### src/logic/lcd_clk_pkg.sv
// shared constants for the lcd frame and boost clock select block
package lcd_clk_pkg;
  // register byte offsets
  localparam logic [3:0] CTRL_OFFSET = 4'h0;
  localparam logic [3:0] STATUS_OFFSET = 4'h4;
  // control register field positions
  localparam int FBS_LSB = 0;
  localparam int DUTY_LSB = 2;
  localparam int BCS_LSB = 4;
  localparam int BOOST_EN_BIT = 6;
  localparam int DV7_SRC_BIT = 7;
  localparam int SYS_CLK_BIT = 8;
  localparam int CTRL_WIDTH = 9;
  localparam logic [CTRL_WIDTH-1:0] CTRL_RESET = 9'h000;
  // status register field positions
  localparam int ST_USE_FS_BIT = 0;
  localparam int ST_FRAME_CLK_BIT = 1;
  localparam int ST_BOOST_CLK_BIT = 2;
  localparam int ST_BOOST_ON_BIT = 3;
  localparam int ST_DUTY_BAD_BIT = 4;
  localparam int ST_SLOW_BAD_BIT = 5;
  // divider chain lengths
  localparam int FC_STAGES = 17;
  localparam int FS_STAGES = 9;
  // drive duty codes
  typedef enum logic [1:0] {
    DUTY_QUARTER = 2'h0,
    DUTY_THIRD = 2'h1,
    DUTY_HALF = 2'h2,
    DUTY_STATIC = 2'h3
  } duty_t;
  // frame half period in eighth-base ticks for each duty, boost half period in boost tap ticks
  localparam logic [2:0] HALF_QUARTER = 3'h4;
  localparam logic [2:0] HALF_THIRD = 3'h3;
  localparam logic [2:0] HALF_HALF = 3'h2;
  localparam logic [2:0] HALF_STATIC = 3'h4;
  localparam logic [2:0] HALF_BOOST = 3'h1;
  // divider exponents of the taps feeding the frame shaper (base / 8)
  localparam int FR_TAP_FC0 = 14;
  localparam int FR_TAP_FC1 = 13;
  localparam int FR_TAP_FC2 = 12;
  localparam int FR_TAP_FC3 = 10;
  localparam int FR_TAP_FS0 = 6;
  localparam int FR_TAP_FS1 = 5;
  // divider exponents of the taps feeding the boost shaper (boost * 2)
  localparam int BO_TAP_FC0 = 12;
  localparam int BO_TAP_FC1 = 10;
  localparam int BO_TAP_FC2 = 9;
  localparam int BO_TAP_FC3 = 8;
  localparam int BO_TAP_FS0 = 4;
  localparam int BO_TAP_FS1 = 2;
  localparam int BO_TAP_FS2 = 1;
  // low-speed sources start at this tap index
  localparam logic [2:0] FS_TAP_BASE = 3'h4;
endpackage

### src/logic/clock_shaper.sv
// glitch-free square clock from a selectable tick tap
`timescale 1ns/100ps
module clock_shaper #(
  parameter int N = 6,
  parameter int SW = 3,
  parameter int CW = 3
) (
  // clock and reset
  input wire logic mclk_i,
  input wire logic rst_i,
  // selection
  input wire logic run_i,
  input wire logic [N-1:0] taps_i,
  input wire logic [SW-1:0] sel_i,
  input wire logic [CW-1:0] half_i,
  // derived clock
  output logic clk_o,
  output logic tick_o
);
  logic [SW-1:0] sel_reg;
  logic [CW-1:0] half_reg;
  logic [CW-1:0] cnt_reg;
  logic active_reg;
  logic clk_reg;
  logic tick_reg;

  wire tap = taps_i[sel_reg];
  wire last = (cnt_reg == (half_reg - 1'b1));
  wire step = active_reg & tap;
  wire wrap = step & last;
  // settings land at a falling edge or before the low phase has seen a tick:
  // a high phase is never cut short, and a disabled clock parks low at the next falling edge or unticked low phase
  wire low_start = ~clk_reg & (cnt_reg == '0) & ~step;
  wire boundary = ~active_reg | (wrap & clk_reg) | low_start;

  always_ff @(posedge mclk_i) begin
    if (rst_i) begin
      sel_reg <= '0;
      half_reg <= '0;
      active_reg <= 1'b0;
    end else if (boundary) begin
      sel_reg <= sel_i;
      half_reg <= half_i;
      active_reg <= run_i;
    end
  end

  always_ff @(posedge mclk_i) begin
    if (rst_i || !active_reg) begin
      cnt_reg <= '0;
      clk_reg <= 1'b0;
    end else if (step) begin
      cnt_reg <= last ? '0 : cnt_reg + 1'b1;
      clk_reg <= wrap ? ~clk_reg : clk_reg;
    end
  end

  always_ff @(posedge mclk_i) begin
    if (rst_i) begin
      tick_reg <= 1'b0;
    end else begin
      tick_reg <= wrap & ~clk_reg;
    end
  end

  assign clk_o = clk_reg;
  assign tick_o = tick_reg;
endmodule

### src/logic/lcd_clock_select.sv
// lcd frame and boost clock selection with avalon-mm control registers
`timescale 1ns/100ps
module lcd_clock_select
  import lcd_clk_pkg::*;
(
  // clock and reset
  input wire logic mclk_i,
  input wire logic rst_i,
  // source clock enables, one cycle each
  input wire logic fc_tick_i,
  input wire logic fs_tick_i,
  // avalon-mm slave
  input wire logic [3:0] avs_address_i,
  input wire logic avs_read_i,
  input wire logic avs_write_i,
  input wire logic [31:0] avs_writedata_i,
  input wire logic [3:0] avs_byteenable_i,
  output logic [31:0] avs_readdata_o,
  output logic avs_waitrequest_o,
  // derived clocks
  output logic frame_clk_o,
  output logic frame_tick_o,
  output logic boost_clk_o,
  output logic boost_tick_o,
  // drive voltage source
  output logic booster_on_o,
  output logic resistor_divider_o
);
  import lcd_clk_pkg::*;

  logic [CTRL_WIDTH-1:0] ctrl_reg;
  logic [31:0] rdata_reg;
  logic ack_reg;
  logic [FC_STAGES-1:0] fc_cnt_reg;
  logic [FS_STAGES-1:0] fs_cnt_reg;
  logic booster_reg;
  logic divider_reg;

  // ---- bus slave: one wait state, write lands on the acknowledge edge
  wire req = avs_read_i | avs_write_i;
  wire hit_ctrl = (avs_address_i == CTRL_OFFSET);
  wire hit_status = (avs_address_i == STATUS_OFFSET);
  wire wr_ctrl = avs_write_i & ack_reg & hit_ctrl;
  assign avs_waitrequest_o = req & ~ack_reg;
  assign avs_readdata_o = rdata_reg;

  always_ff @(posedge mclk_i) begin
    if (rst_i) begin
      ack_reg <= 1'b0;
    end else begin
      ack_reg <= req & ~ack_reg;
    end
  end

  // byte lanes 0 and 1 carry the control fields
  wire [CTRL_WIDTH-1:0] ctrl_be = {avs_byteenable_i[1], {8{avs_byteenable_i[0]}}};
  wire [CTRL_WIDTH-1:0] ctrl_next =
    (ctrl_reg & ~ctrl_be) | (avs_writedata_i[CTRL_WIDTH-1:0] & ctrl_be);

  always_ff @(posedge mclk_i) begin
    if (rst_i) begin
      ctrl_reg <= CTRL_RESET;
    end else if (wr_ctrl) begin
      ctrl_reg <= ctrl_next;
    end
  end

  // ---- control fields
  wire [1:0] frame_base_select = ctrl_reg[FBS_LSB +: 2];
  wire [1:0] duty_select = ctrl_reg[DUTY_LSB +: 2];
  wire [1:0] boost_clock_select = ctrl_reg[BCS_LSB +: 2];
  wire boost_enable = ctrl_reg[BOOST_EN_BIT];
  wire divider_stage7_source = ctrl_reg[DV7_SRC_BIT];
  wire system_clock_select = ctrl_reg[SYS_CLK_BIT];
  wire use_fs = divider_stage7_source | system_clock_select;
  wire low_speed_modes = system_clock_select;

  // ---- dedicated divider chains, free of any other timer
  // private divider chain
  always_ff @(posedge mclk_i) begin
    if (rst_i) begin
      fc_cnt_reg <= '0;
    end else if (fc_tick_i) begin
      fc_cnt_reg <= fc_cnt_reg + 1'b1;
    end
  end

  always_ff @(posedge mclk_i) begin
    if (rst_i) begin
      fs_cnt_reg <= '0;
    end else if (fs_tick_i) begin
      fs_cnt_reg <= fs_cnt_reg + 1'b1;
    end
  end

  // fc_tap[k] pulses once every 2^k source ticks
  logic [FC_STAGES:1] fc_tap;
  logic [FS_STAGES:1] fs_tap;
  genvar k;
  generate
    for (k = 1; k <= FC_STAGES; k++) begin : g_fc
      assign fc_tap[k] = fc_tick_i & (&fc_cnt_reg[k-1:0]);
    end
    for (k = 1; k <= FS_STAGES; k++) begin : g_fs
      assign fs_tap[k] = fs_tick_i & (&fs_cnt_reg[k-1:0]);
    end
  endgenerate

  // ---- frame clock: taps run at eight times the base rate
  wire [5:0] frame_taps = {fs_tap[FR_TAP_FS1], fs_tap[FR_TAP_FS0],
                           fc_tap[FR_TAP_FC3], fc_tap[FR_TAP_FC2],
                           fc_tap[FR_TAP_FC1], fc_tap[FR_TAP_FC0]};
  wire [2:0] frame_fc_sel = {1'b0, frame_base_select};
  // slow base for codes 00 and 01; 10 and 11 stay on fc as in dual mode
  wire frame_on_fs = use_fs & ~frame_base_select[1];
  wire [2:0] frame_sel = frame_on_fs ? (FS_TAP_BASE | frame_fc_sel) : frame_fc_sel;

  // duty scales the frame rate via the half period
  wire [2:0] frame_half = (duty_select == DUTY_QUARTER) ? HALF_QUARTER :
                          (duty_select == DUTY_THIRD) ? HALF_THIRD :
                          (duty_select == DUTY_HALF) ? HALF_HALF : HALF_STATIC;

  clock_shaper #(
    .N(6),
    .SW(3),
    .CW(3)
  ) u_frame (
    .mclk_i(mclk_i),
    .rst_i(rst_i),
    .run_i(1'b1),
    .taps_i(frame_taps),
    .sel_i(frame_sel),
    .half_i(frame_half),
    .clk_o(frame_clk_o),
    .tick_o(frame_tick_o)
  );

  // ---- boost clock: taps run at twice the boost rate
  wire [6:0] boost_taps = {fs_tap[BO_TAP_FS2], fs_tap[BO_TAP_FS1], fs_tap[BO_TAP_FS0],
                           fc_tap[BO_TAP_FC3], fc_tap[BO_TAP_FC2],
                           fc_tap[BO_TAP_FC1], fc_tap[BO_TAP_FC0]};
  wire [2:0] boost_fc_sel = {1'b0, boost_clock_select};
  wire boost_on_fs = use_fs & ~(&boost_clock_select);
  wire [2:0] boost_sel = boost_on_fs ? (FS_TAP_BASE | boost_fc_sel) : boost_fc_sel;

  // the booster clock runs while the booster is selected, then parks low at its next falling edge or unticked low phase
  clock_shaper #(
    .N(7),
    .SW(3),
    .CW(3)
  ) u_boost (
    .mclk_i(mclk_i),
    .rst_i(rst_i),
    .run_i(boost_enable),
    .taps_i(boost_taps),
    .sel_i(boost_sel),
    .half_i(HALF_BOOST),
    .clk_o(boost_clk_o),
    .tick_o(boost_tick_o)
  );

  always_ff @(posedge mclk_i) begin
    if (rst_i) begin
      booster_reg <= 1'b0;
      divider_reg <= 1'b1;
    end else begin
      booster_reg <= boost_enable;
      divider_reg <= ~boost_enable;
    end
  end
  assign booster_on_o = booster_reg;
  assign resistor_divider_o = divider_reg;

  // ---- status: misuse is only reported, the hardware does not block it
  // duty misuse flag
  wire duty_bad = boost_enable & duty_select[1];
  wire slow_frame_bad = low_speed_modes & frame_base_select[1];
  wire slow_boost_bad = low_speed_modes & (&boost_clock_select);

  logic [31:0] status_word;
  always_comb begin
    status_word = 32'h0000_0000;
    status_word[ST_USE_FS_BIT] = use_fs;
    status_word[ST_FRAME_CLK_BIT] = frame_clk_o;
    status_word[ST_BOOST_CLK_BIT] = boost_clk_o;
    status_word[ST_BOOST_ON_BIT] = booster_reg;
    status_word[ST_DUTY_BAD_BIT] = duty_bad;
    status_word[ST_SLOW_BAD_BIT] = slow_frame_bad | slow_boost_bad;
  end

  wire [31:0] ctrl_word = {{(32-CTRL_WIDTH){1'b0}}, ctrl_reg};
  wire [31:0] read_mux = hit_ctrl ? ctrl_word : (hit_status ? status_word : 32'h0000_0000);

  always_ff @(posedge mclk_i) begin
    if (rst_i) begin
      rdata_reg <= 32'h0000_0000;
    end else if (avs_read_i & ~ack_reg) begin
      rdata_reg <= read_mux;
    end
  end
endmodule

### config.mk
export PLATFORM = sky130hd
export DESIGN_NAME = lcd_clock_select
export DESIGN_NICKNAME = d
export VERILOG_FILES = /design/src/logic/lcd_clk_pkg.sv /design/src/logic/clock_shaper.sv /design/src/logic/lcd_clock_select.sv
export SDC_FILE = /design/constraint.sdc
export NUM_CORES = 1
export LEC_CHECK = 0
export ABC_CLOCK_PERIOD_IN_PS = 6530
export BUFFER_PORTS_ARGS = -buffer_cell sky130_fd_sc_hd__clkbuf_2
export CAP_MARGIN = 5
export CORE_ASPECT_RATIO = 0.7
export CORE_MARGIN = 10
export CORE_UTILIZATION = 40
export DETAILED_ROUTE_END_ITERATION = 12
export GPL_TIMING_DRIVEN = 1
export MAX_ROUTING_LAYER = met4
export SYNTH_ARGS = -nofsm -noshare
export SYNTH_HDL_FRONTEND = slang
export SYNTH_SLANG_ARGS = --single-unit
### constraint.sdc
create_clock -name mclk_i -period 6.53 [get_ports mclk_i]
set_input_delay 1.306 -clock mclk_i [delete_from_list [all_inputs] [get_ports mclk_i]]
set_output_delay 1.306 -clock mclk_i [all_outputs]
set_load 0.1 [all_outputs]
# == After elaboration in Yosys (flattened, before gate mapping) ==
# Cells that the tools add are included.
# word_totals
ff_bits,92
in_bits,46
output_inout_bits,39
elab_cells,119
# classes
n_addsub,6
n_lt_le_gt_ge,2
eq_ne,5
muxes,13
bitwise,53
reduce_logical,21
# ops
operator,count
1-bit bitwise AND,32
3-bit 2-to-1 mux,7
9-bit bitwise AND,2
17-bit by 1-bit adder with 17-bit output (second input constant),1
14-bit AND reduction,1
13-bit AND reduction,1
12-bit AND reduction,1
1-bit inverter,10
10-bit AND reduction,1
9-bit by 1-bit adder with 9-bit output (second input constant),1
9-bit 2-to-1 mux,1
9-bit inverter,1
9-bit OR,1
9-bit AND reduction,1
3-bit by 4-bit less-than comparator with 1-bit output (second input constant),2
2-bit AND reduction,4
8-bit AND reduction,1
1-bit OR,7
3-bit by 1-bit adder with 3-bit output (second input constant),2
1-bit binary-select mux with 3-bit select,2
3-bit equality test,2
3-bit zero test,2
6-bit 2-to-1 mux,1
6-bit AND reduction,1
other kinds (12),15

# == Depth between registers and ports, before layout ==
# Gate-level depths: netlist (run 1).
# logic_depth
depth_word,9
mapped_depth,10

# == Hierarchy ==
# A second synthesis (run 1) with hierarchy kept.
# unflattened
hier_cells,382
area_unflattened_um2,3485.8
# modules_own_cells
mod,instances,cells_each,area_each_um2,seq_area_each_um2
lcd_clock_select,1,244,2078.2,820.8
clock_shaper (u_frame),1,70,713.2,240.2
clock_shaper (u_boost),1,68,694.4,240.2

# == Worst setup path after synthesis (run 1) ==
# Ideal clock, no wire load.
# synth_timing
kind,in2out
startpoint,input avs_read_i
endpoint,output avs_waitrequest_o
arrival_ps,2602
required_time_ps,5224
path_slack_ps,2622
cell_stages,2
path_buffers,0
cell_sequence,nor2_1 -> nor2_1
# synth_between
elab_chain_cells,2
# synth_rtl
element,line_no,rtl
from (decl),lcd_clock_select.sv:14,"input wire logic avs_read_i,"
1-bit OR,lcd_clock_select.sv:40,wire req = avs_read_i | avs_write_i;
1-bit bitwise AND,lcd_clock_select.sv:44,assign avs_waitrequest_o = req & ~ack_reg;
to (decl),lcd_clock_select.sv:19,"output logic avs_waitrequest_o,"
# Every way passes these cells.

# == Final worst setup path (run 1) ==
# layout_timing
startpoint,input avs_write_i
endpoint,output avs_waitrequest_o
# layout_between
elab_chain_cells,2
# layout_rtl
element,line_no,rtl
from (decl),lcd_clock_select.sv:15,"input wire logic avs_write_i,"
1-bit OR,lcd_clock_select.sv:40,
1-bit bitwise AND,lcd_clock_select.sv:44,
# Every way passes these cells.

==> results of run 1 <==
[report_power, final]
group / internal, W / leakage (nW) / switching (W) / total, W
Clock: 0.000244 / 0.118 / 0.000146 / 0.000389
Sequential: 0.000391 / 0.511 / 0.00000601 / 0.000397
Combinational: 0.0000166 / 0.833 / 0.000102 / 0.000118
[synth_stat cells, drive strengths merged, types with 7 or more instances]
| library cell | n |
|---|---|
| a21oi | 15 |
| buf | 27 |
| dfxtp | 63 |
| ha | 10 |
| inv | 13 |
| mux2i | 23 |
| nand2 | 33 |
| nand3 | 7 |
| nand4 | 9 |
| nor2 | 52 |
| nor3 | 9 |
| o21ai | 10 |
| xor2 | 11 |
[per-stage QoR]
step                       util  cells  instance area [um2]  worst slack [ns]
after global routing      0.470    483                 3440              3.17
final                     0.470    483                 3440              3.22
after global placement    0.438    468                 3210              3.02
after floorplan               -    365                 3100              2.62
after CTS                 0.470    483                 3440              3.21
after detailed placement  0.438    468                 3210              3.01
[worst min-delay path by stage]
| stage | depth (start not counted) | end | slack [ns] | start |
|---|---|---|---|---|
| 3_3_place_gp | 2 | avs_readdata_o[7]$_SDFFE_PP0P_ | 0.44 | avs_readdata_o[7]$_SDFFE_PP0P_ |
| 3_5_place_dp | 2 | avs_readdata_o[6]$_SDFFE_PP0P_ | 0.45 | avs_readdata_o[6]$_SDFFE_PP0P_ |
| 4_1_cts | 2 | avs_readdata_o[8]$_SDFFE_PP0P_ | 0.46 | avs_readdata_o[8]$_SDFFE_PP0P_ |
| 6_report | 2 | avs_readdata_o[8]$_SDFFE_PP0P_ | 0.46 | avs_readdata_o[8]$_SDFFE_PP0P_ |
| 5_1_grt | 2 | avs_readdata_o[6]$_SDFFE_PP0P_ | 0.48 | avs_readdata_o[6]$_SDFFE_PP0P_ |
| 2_1_floorplan | 2 | u_boost.half_reg[0]$_SDFFE_PP0P_ | 0.45 | u_boost.half_reg[0]$_SDFFE_PP0P_ |
[kinds of logic after synthesis]
| family | after synthesis | synth area share |
|---|---|---|
| AOI/OAI and AO/OA | 41 | 0.0832 |
| xor gates and xnor gates | 18 | 0.0567 |
| adders and majority gates | 10 | 0.0414 |
| buffers and inverters | 46 | 0.0874 |
| DFF | 63 | 0.417 |
| muxes | 26 | 0.0915 |
| other | 1 | 0.00124 |
| and+or+nand+nor | 138 | 0.221 |
[routing by layer]
metal | wire length (um) | part of all wire | GRT usage
met1 | 3440 | 0.52 | 0.167
met2 | 2690 | 0.41 | 0.165
met3 | 399 | 0.060 | 0.0467
met4 | 68 | 0.010 | 0.0377
met5 | 0 | 0 | -
[worst max-delay path, stage by stage]
cell	delay, ns
clkbuf_2	0.10
nor2_1	0.05
nor2_1	0.08
clkbuf_2	0.46
[cell type report]
type                    instances  area, um2  area share
clock buffers                  12        165      0.0480
clock inverters                 3       65.1      0.0189
inverters                      13       48.8      0.0142
multi-input cells             256       1590       0.460
flip-flops and latches         63       1260       0.366
well taps                      98        123      0.0356
repair buffers                 38        195      0.0567
==> summary.txt, run 1 <==
CTS
  – Hold_buf cts: 0
  – Max Buffers Root-to-Sink: 2
  – H-tree depth: 3
  – TritonCTS clock tree: done
  – Clk sinks: 63
  – Post-CTS resize count: 0
  – Root buffer cell: clkbuf_8
  – Clk_lat worst skew: 0.34 ns
  – Num CTS Buffers: 9
  – Clock Pin Slew Worst Setup and Hold Paths: 0.07 ns
  – Post CTS Setup Buffer Count: 0

Detailed routing
  – Per-cell routed wire length: 13.7 um
  – Final WL: 6600 um
  – 1st-iter DRT viols: 104
  – DRT Pass-1 Iters: 4
  – DRC: 0
  – Post-route ant nets: 0
  – Vias: 2397
  – Via/cell ratio: 4.96

STA
  – Final Hold Vio Count: 0
  – Fin crit share: 0.507
  – Min Clock Period, post-route: 3.31 ns
  – Fin Hold WS: 0.459 ns
  – Actual slew at the worst max-slew pin: 0.763 ns
  – Max_slew headroom: 0.490
  – Fin. max-slew vios: 0
  – RSZ-0062 raised after global routing: false
  – Achievable Freq: 302 MHz
  – Layout Skew: 0.00761 ns
  – Final count of negative-setup-slack endpoints: 0
  – Final setup TNS: 0 ns

Synthesis
  – Ranking of synthesized cells by area: dfxtp_1 (42%), mux2i_1 (7.3%), nor2_1 (6.5%)
  – Async SR Flop Fraction: 0
  – Mean post-synth cell area: 8.81 um2
  – Yosys top cell area share: 0.417
  – Synth Register Bits: 63
  – Prevailing post-synth register cell: dfxtp_1
  – YS warnings: 0
  – Yosys cell types: 47
  – Post-Syn Area: 3020 um2
  – EDFF count, synth: 0
  – Sequential area share after synthesis: 0.417
  – Post-Syn Instances: 343
  – Largest area contributor in the netlist: dfxtp_1

Setup path
  – Crit Path Max Fanout: 3
  – Crit Reg-Reg Startpoint: fc_cnt_reg[0]$_SDFFE_PP0P_
  – Worst Setup EP: avs_waitrequest_o
  – Crit path from: avs_write_i
  – CP Capture Type: output pin
  – CP startpoint kind: input port
  – WS Path Type: input port to output pin
  – Worst R2R End: u_frame.sel_reg[2]$_SDFFE_PP0P_
  – Worst R2R Path Depth: 7
  – CP arrival: 2.00 ns
  – Worst reg2reg setup slack: 3.93 ns
  – Required @ worst endpoint: 5.22 ns

Placed design
  – Port Buf Inserts: 36
  – Hpwl dp: 4850 um
  – Gp weighted congestion: 0.756

Cells and area
  – Synthesis-to-finish area growth: 14.0%
  – Most common cell after layout, fill and taps aside: dfxtp_1
  – Nets@finish: 437
  – Fraction of layout cells with a size suffix above 1: 0.158
  – Fill count: 720
  – Commonest cells after routing, fill and taps aside: dfxtp_1 (63), nor2_1 (52), clkbuf_2 (36)
  – # diodes: 0

GRT
  – Initial antenna violation count: 0
  – Largest net degree at the start of global routing: 51
  – Total track usage: 0.124
  – GRT overflow: 0
  – Vias in the first global route: 2277
  – First-pass GRT wire length: 11300 um

Status
  – Status: finished clean

Floorplanning
  – Die area: 11500 um2
  – Die width: 124 um
  – Row cnt: 26
  – # IOs: 85
  – Vert. Die Dim: 92.7 um
  – Core ar.: 7320 um2
  – Initial Utilization: 0.413

Flow run
  – Total of max-cap violations: 0

Power and ir drop
  – Overall Power: 0.000905 W
  – VDD IR max: 122 uV
  – Leakage: 1.46 nW
  – Power per Cell Area: 263 nW/um2

Hold path
  – Worst min-delay path category: flop to flop
(Power assumes the default switching activity.)
==> inputs of run 2 (changes only) <==
--- a/config.mk
+++ b/config.mk
@@ -5,7 +5,8 @@
 export SDC_FILE = /design/constraint.sdc
 export NUM_CORES = 1
 export LEC_CHECK = 0
-export ABC_CLOCK_PERIOD_IN_PS = 6530
+export ABC_AREA = 1
+export ABC_CLOCK_PERIOD_IN_PS = 3200
 export BUFFER_PORTS_ARGS = -buffer_cell sky130_fd_sc_hd__clkbuf_2
 export CAP_MARGIN = 5
 export CORE_ASPECT_RATIO = 0.7
==> constraint.sdc (replaced) <==
create_clock -name mclk_i -period 3.2 [get_ports mclk_i]
set_input_delay 0.64 -clock mclk_i [delete_from_list [all_inputs] [get_ports mclk_i]]
set_output_delay 0.64 -clock mclk_i [all_outputs]
set_load 0.1 [all_outputs]
==> summary.txt, run 2 <==
Hold path
  – Hold depth: 2 (unchanged)
  – Hold Path End: fc_cnt_reg[11]$_SDFFE_PP0P_ (was avs_readdata_o[8]$_SDFFE_PP0P_)
  – Worst min-delay path category: flop to flop (unchanged)
  – Min-delay src: fc_cnt_reg[11]$_SDFFE_PP0P_ (was avs_readdata_o[8]$_SDFFE_PP0P_)

Synthesis
  – Post-Syn Instances: 422 (was 343)
  – Mean post-synth cell area: 7.50 um2 (was 8.81 um2)
  – Mux share of post-synthesis cell area: 0 (was 0.0915)
  – Prevailing post-synth register cell: dfxtp_1 (unchanged)
  – Yosys top cell area share: 0.399 (was 0.417)
  – Post-Synth Simple-Gate Area: 0.263 (was 0.221)
  – Post-synthesis adder-cell area fraction: 0.0395 (was 0.0414)
  – Largest family of logic cells by synthesized area: simple AND/OR/NAND/NOR gates (unchanged)
  – Post-synthesis compound-gate area fraction: 0.153 (was 0.0832)
  – Post-Syn Area: 3160 um2 (was 3020 um2)
  – Yosys cell types: 38 (was 47)
  – Synth Register Bits: 63 (unchanged)
  – Count leader, synth: dfxtp_1 (unchanged)
  – Synth Area in XOR/XNOR: 0.00830 (was 0.0567)
  – Async SR Flop Fraction: 0 (unchanged)
  – YS warnings: 0 (unchanged)
  – Largest area contributor in the netlist: dfxtp_1 (unchanged)
  – Most frequent cells after synthesis: dfxtp_1 (63), inv_1 (60), nor2_1 (57) (was dfxtp_1 (63), nor2_1 (52), nand2_1 (33))
  – Ranking of synthesized cells by area: dfxtp_1 (40%), inv_1 (7.1%), nor2_1 (6.8%) (was dfxtp_1 (42%), mux2i_1 (7.3%), nor2_1 (6.5%))
  – Sequential area share after synthesis: 0.399 (was 0.417)
  – EDFF count, synth: 0 (unchanged)

Setup path
  – Required @ worst endpoint: 3.41 ns (was 5.22 ns)
  – CP Capture Type: flop (was output pin)
  – Largest stage delay, worst path: 0.42 ns (was 0.46 ns)
  – Crit Reg-Reg Startpoint: fc_cnt_reg[4]$_SDFFE_PP0P_ (was fc_cnt_reg[0]$_SDFFE_PP0P_)
  – Worst path slowest cell: dfxtp_1 (was clkbuf_2)
  – Worst R2R Path Depth: 12 (was 7)
  – Crit-path cells: nand2_1, nor4b_1, ha_1, nand3_1, nand3_1, nand2_1, nand2_1, nand2_2, nand2_2, nand2_1, o21ai_1, inv_1 (was clkbuf_2, nor2_1, nor2_1, clkbuf_2)
  – Cell mode on critical path: nand2_1
  – CP startpoint kind: flop (was input port)
  – Worst R2R End: u_boost.half_reg[0]$_SDFFE_PP0P_ (was u_frame.sel_reg[2]$_SDFFE_PP0P_)
  – Crit Path Max Fanout: 7 (was 3)
  – CP arrival: 2.28 ns (was 2.00 ns)
  – Worst reg2reg setup slack: 1.13 ns (was 3.93 ns)
  – WS Path Type: flop to flop (was input port to output pin)

CTS
  – Clock Pin Slew Worst Setup and Hold Paths: 0.05 ns (was 0.07 ns)
  – TritonCTS clock tree: done (unchanged)
  – Num CTS Buffers: 9 (unchanged)
  – Post-CTS resize count: 0 (unchanged)
  – Clk_lat worst skew: 0.32 ns (was 0.34 ns)
  – H-tree depth: 3 (unchanged)
  – Root buffer cell: clkbuf_16 (was clkbuf_8)
  – Max Buffers Root-to-Sink: 2 (unchanged)
  – Post CTS Setup Buffer Count: 0 (unchanged)
  – Hold_buf cts: 0 (unchanged)
  – Clk sinks: 63 (unchanged)

GRT
  – Met3 usage: 0.0392 (was 0.0467)
  – Largest net degree at the start of global routing: 25 (was 51)
  – Grt met2 use: 0.175 (was 0.165)
  – GR Util met1: 0.162 (was 0.167)
  – Grt peak-use layer: met2 (was met1)
  – Initial antenna violation count: 0 (unchanged)
  – Vias in the first global route: 2625 (was 2277)
  – First-pass GRT wire length: 12000 um (was 11300 um)
  – Total track usage: 0.123 (was 0.124)
  – GRT overflow: 0 (unchanged)

STA
  – Max_slew headroom: 0.586 (was 0.490)
  – Min Clock Period, post-route: 2.07 ns
  – RSZ-0062 raised after global routing: false (unchanged)
  – Layout Skew: 0.00685 ns (was 0.00761 ns)
  – Final count of negative-setup-slack endpoints: 0 (unchanged)
  – Fin crit share: 0.645
  – Actual slew at the worst max-slew pin: 0.620 ns (was 0.763 ns)
  – Fin Hold WS: 0.463 ns (was 0.459 ns)
  – Final setup TNS: 0 ns (unchanged)
  – Final worst slack: 1.13 ns (was 3.22 ns)
  – Final Hold Vio Count: 0 (unchanged)
  – Fin. max-slew vios: 0 (unchanged)
  – Achievable Freq: 484 MHz

Detailed routing
  – 1st-iter DRT viols: 187 (was 104)
  – DRT Pass-1 Iters: 5 (was 4)
  – DRC: 0 (unchanged)
  – Vias: 2638 (was 2397)
  – Per-cell routed wire length: 11.9 um (was 13.7 um)
  – Final WL: 6760 um (was 6600 um)
  – Post-route ant nets: 0 (unchanged)
  – Via/cell ratio: 4.64 (was 4.96)

Floorplanning
  – Die area: 11900 um2 (was 11500 um2)
  – Vert. Die Dim: 94.4 um (was 92.7 um)
  – Core ar.: 7770 um2 (was 7320 um2)
  – Die width: 126 um (was 124 um)
  – Row cnt: 27 (was 26)
  – Initial Utilization: 0.407 (was 0.413)
  – # IOs: 85 (unchanged)

Cells and area
  – # diodes: 0 (unchanged)
  – Most common cell after layout, fill and taps aside: dfxtp_1 (unchanged)
  – Commonest cells after routing, fill and taps aside: dfxtp_1 (63), inv_1 (60), nor2_1 (57) (was dfxtp_1 (63), nor2_1 (52), clkbuf_2 (36))
  – Nets@finish: 519 (was 437)
  – Fraction of layout cells with a size suffix above 1: 0.158 (about the same)
  – Multi-input gate area: 1550 um2 (was 1590 um2)
  – Fill count: 788 (was 720)
  – Storage cell area: 1260 um2 (unchanged)
  – Synthesis-to-finish area growth: 16.8% (was 14.0%)

Power and ir drop
  – Leakage: 1.68 nW (was 1.46 nW)
  – VDD IR max: 267 uV (was 122 uV)
  – Power per Cell Area: 584 nW/um2 (was 263 nW/um2)

Flow run
  – Total of max-cap violations: 0 (unchanged)

Placed design
  – Port Buf Inserts: 36 (unchanged)
  – Hpwl dp: 5110 um (was 4850 um)
  – Post-Place Worst Slack: 0.998 ns (was 3.01 ns)
  – Gp weighted congestion: 0.778 (was 0.756)

Status
  – Status: finished clean (unchanged)
==> run 2: cell families (layout without fill, tap and decap cells) <==
kind of cell | after synthesis | after routing
AOI/OAI and AO/OA | 87 | 87
xor gates and xnor gates | 3 | 3
adders and majority gates | 10 | 10
buffers and inverters | 91 | 114
DFF | 63 | 63
other | 1 | 23
and+or+nand+nor | 167 | 167
==> run 2: worst max-delay path by stage <==
stage                               start                          endpoint  slack (ns)  depth (start not counted)
6_report       fc_cnt_reg[4]$_SDFFE_PP0P_  u_boost.half_reg[0]$_SDFFE_PP0P_        1.13                         12
3_3_place_gp             avs_address_i[1]                              flop        1.01                          9
3_5_place_dp             avs_address_i[1]                              flop         1.0                          9
2_1_floorplan                  avs_read_i                 avs_waitrequest_o        0.62                          2
4_1_cts        fc_cnt_reg[4]$_SDFFE_PP0P_  u_boost.half_reg[0]$_SDFFE_PP0P_        1.13                         12
5_1_grt        fc_cnt_reg[4]$_SDFFE_PP0P_  u_boost.half_reg[0]$_SDFFE_PP0P_        0.76                         12
==> run 2: layout make-up <==
cell class              count  share of cell area
inverters                  61              0.0626
clock inverters             3              0.0176
flip-flops and latches     63               0.341
well taps                 101              0.0342
repair buffers             38              0.0528
multi-input cells         290               0.420
clock buffers              12              0.0721
==> run 2: report_power, final <==
| group | internal, W | leakage (nW) | switching [W] | total [W] |
|---|---|---|---|---|
| Clock | 0.000739 | 0.165 | 0.000325 | 0.00106 |
| Combinational | 0.0000385 | 1.01 | 0.000239 | 0.000277 |
| Sequential | 0.000804 | 0.512 | 0.0000134 | 0.000817 |
==> run 2: worst max-delay path, delay by kind of cell (launching register included) <==
family / cells / cell delay, ns
buf+inv: 1 / 0.04
simple gates: 9 / 1.16
compound gates: 1 / 0.12
fa+ha+maj: 1 / 0.22
flops: 1 / 0.42
==> run 2: stage by stage <==
stage                     cell area [um2]   util  total power [W]  std cells
final                                3700  0.476          0.00216        568
after global routing                 3700  0.476          0.00224        568
after CTS                            3700  0.476          0.00218        568
after detailed placement             3370  0.433          0.00111        553
after global placement               3370  0.433          0.00111        553
after floorplan                      3250      -          0.00109        444
==> run 2: metal layers <==
metal / wire length [um] / share of wire
met5: 0 / 0
met2: 2720 / 0.40
met4: 38 / 0.0056
met1: 3650 / 0.54
met3: 350 / 0.052
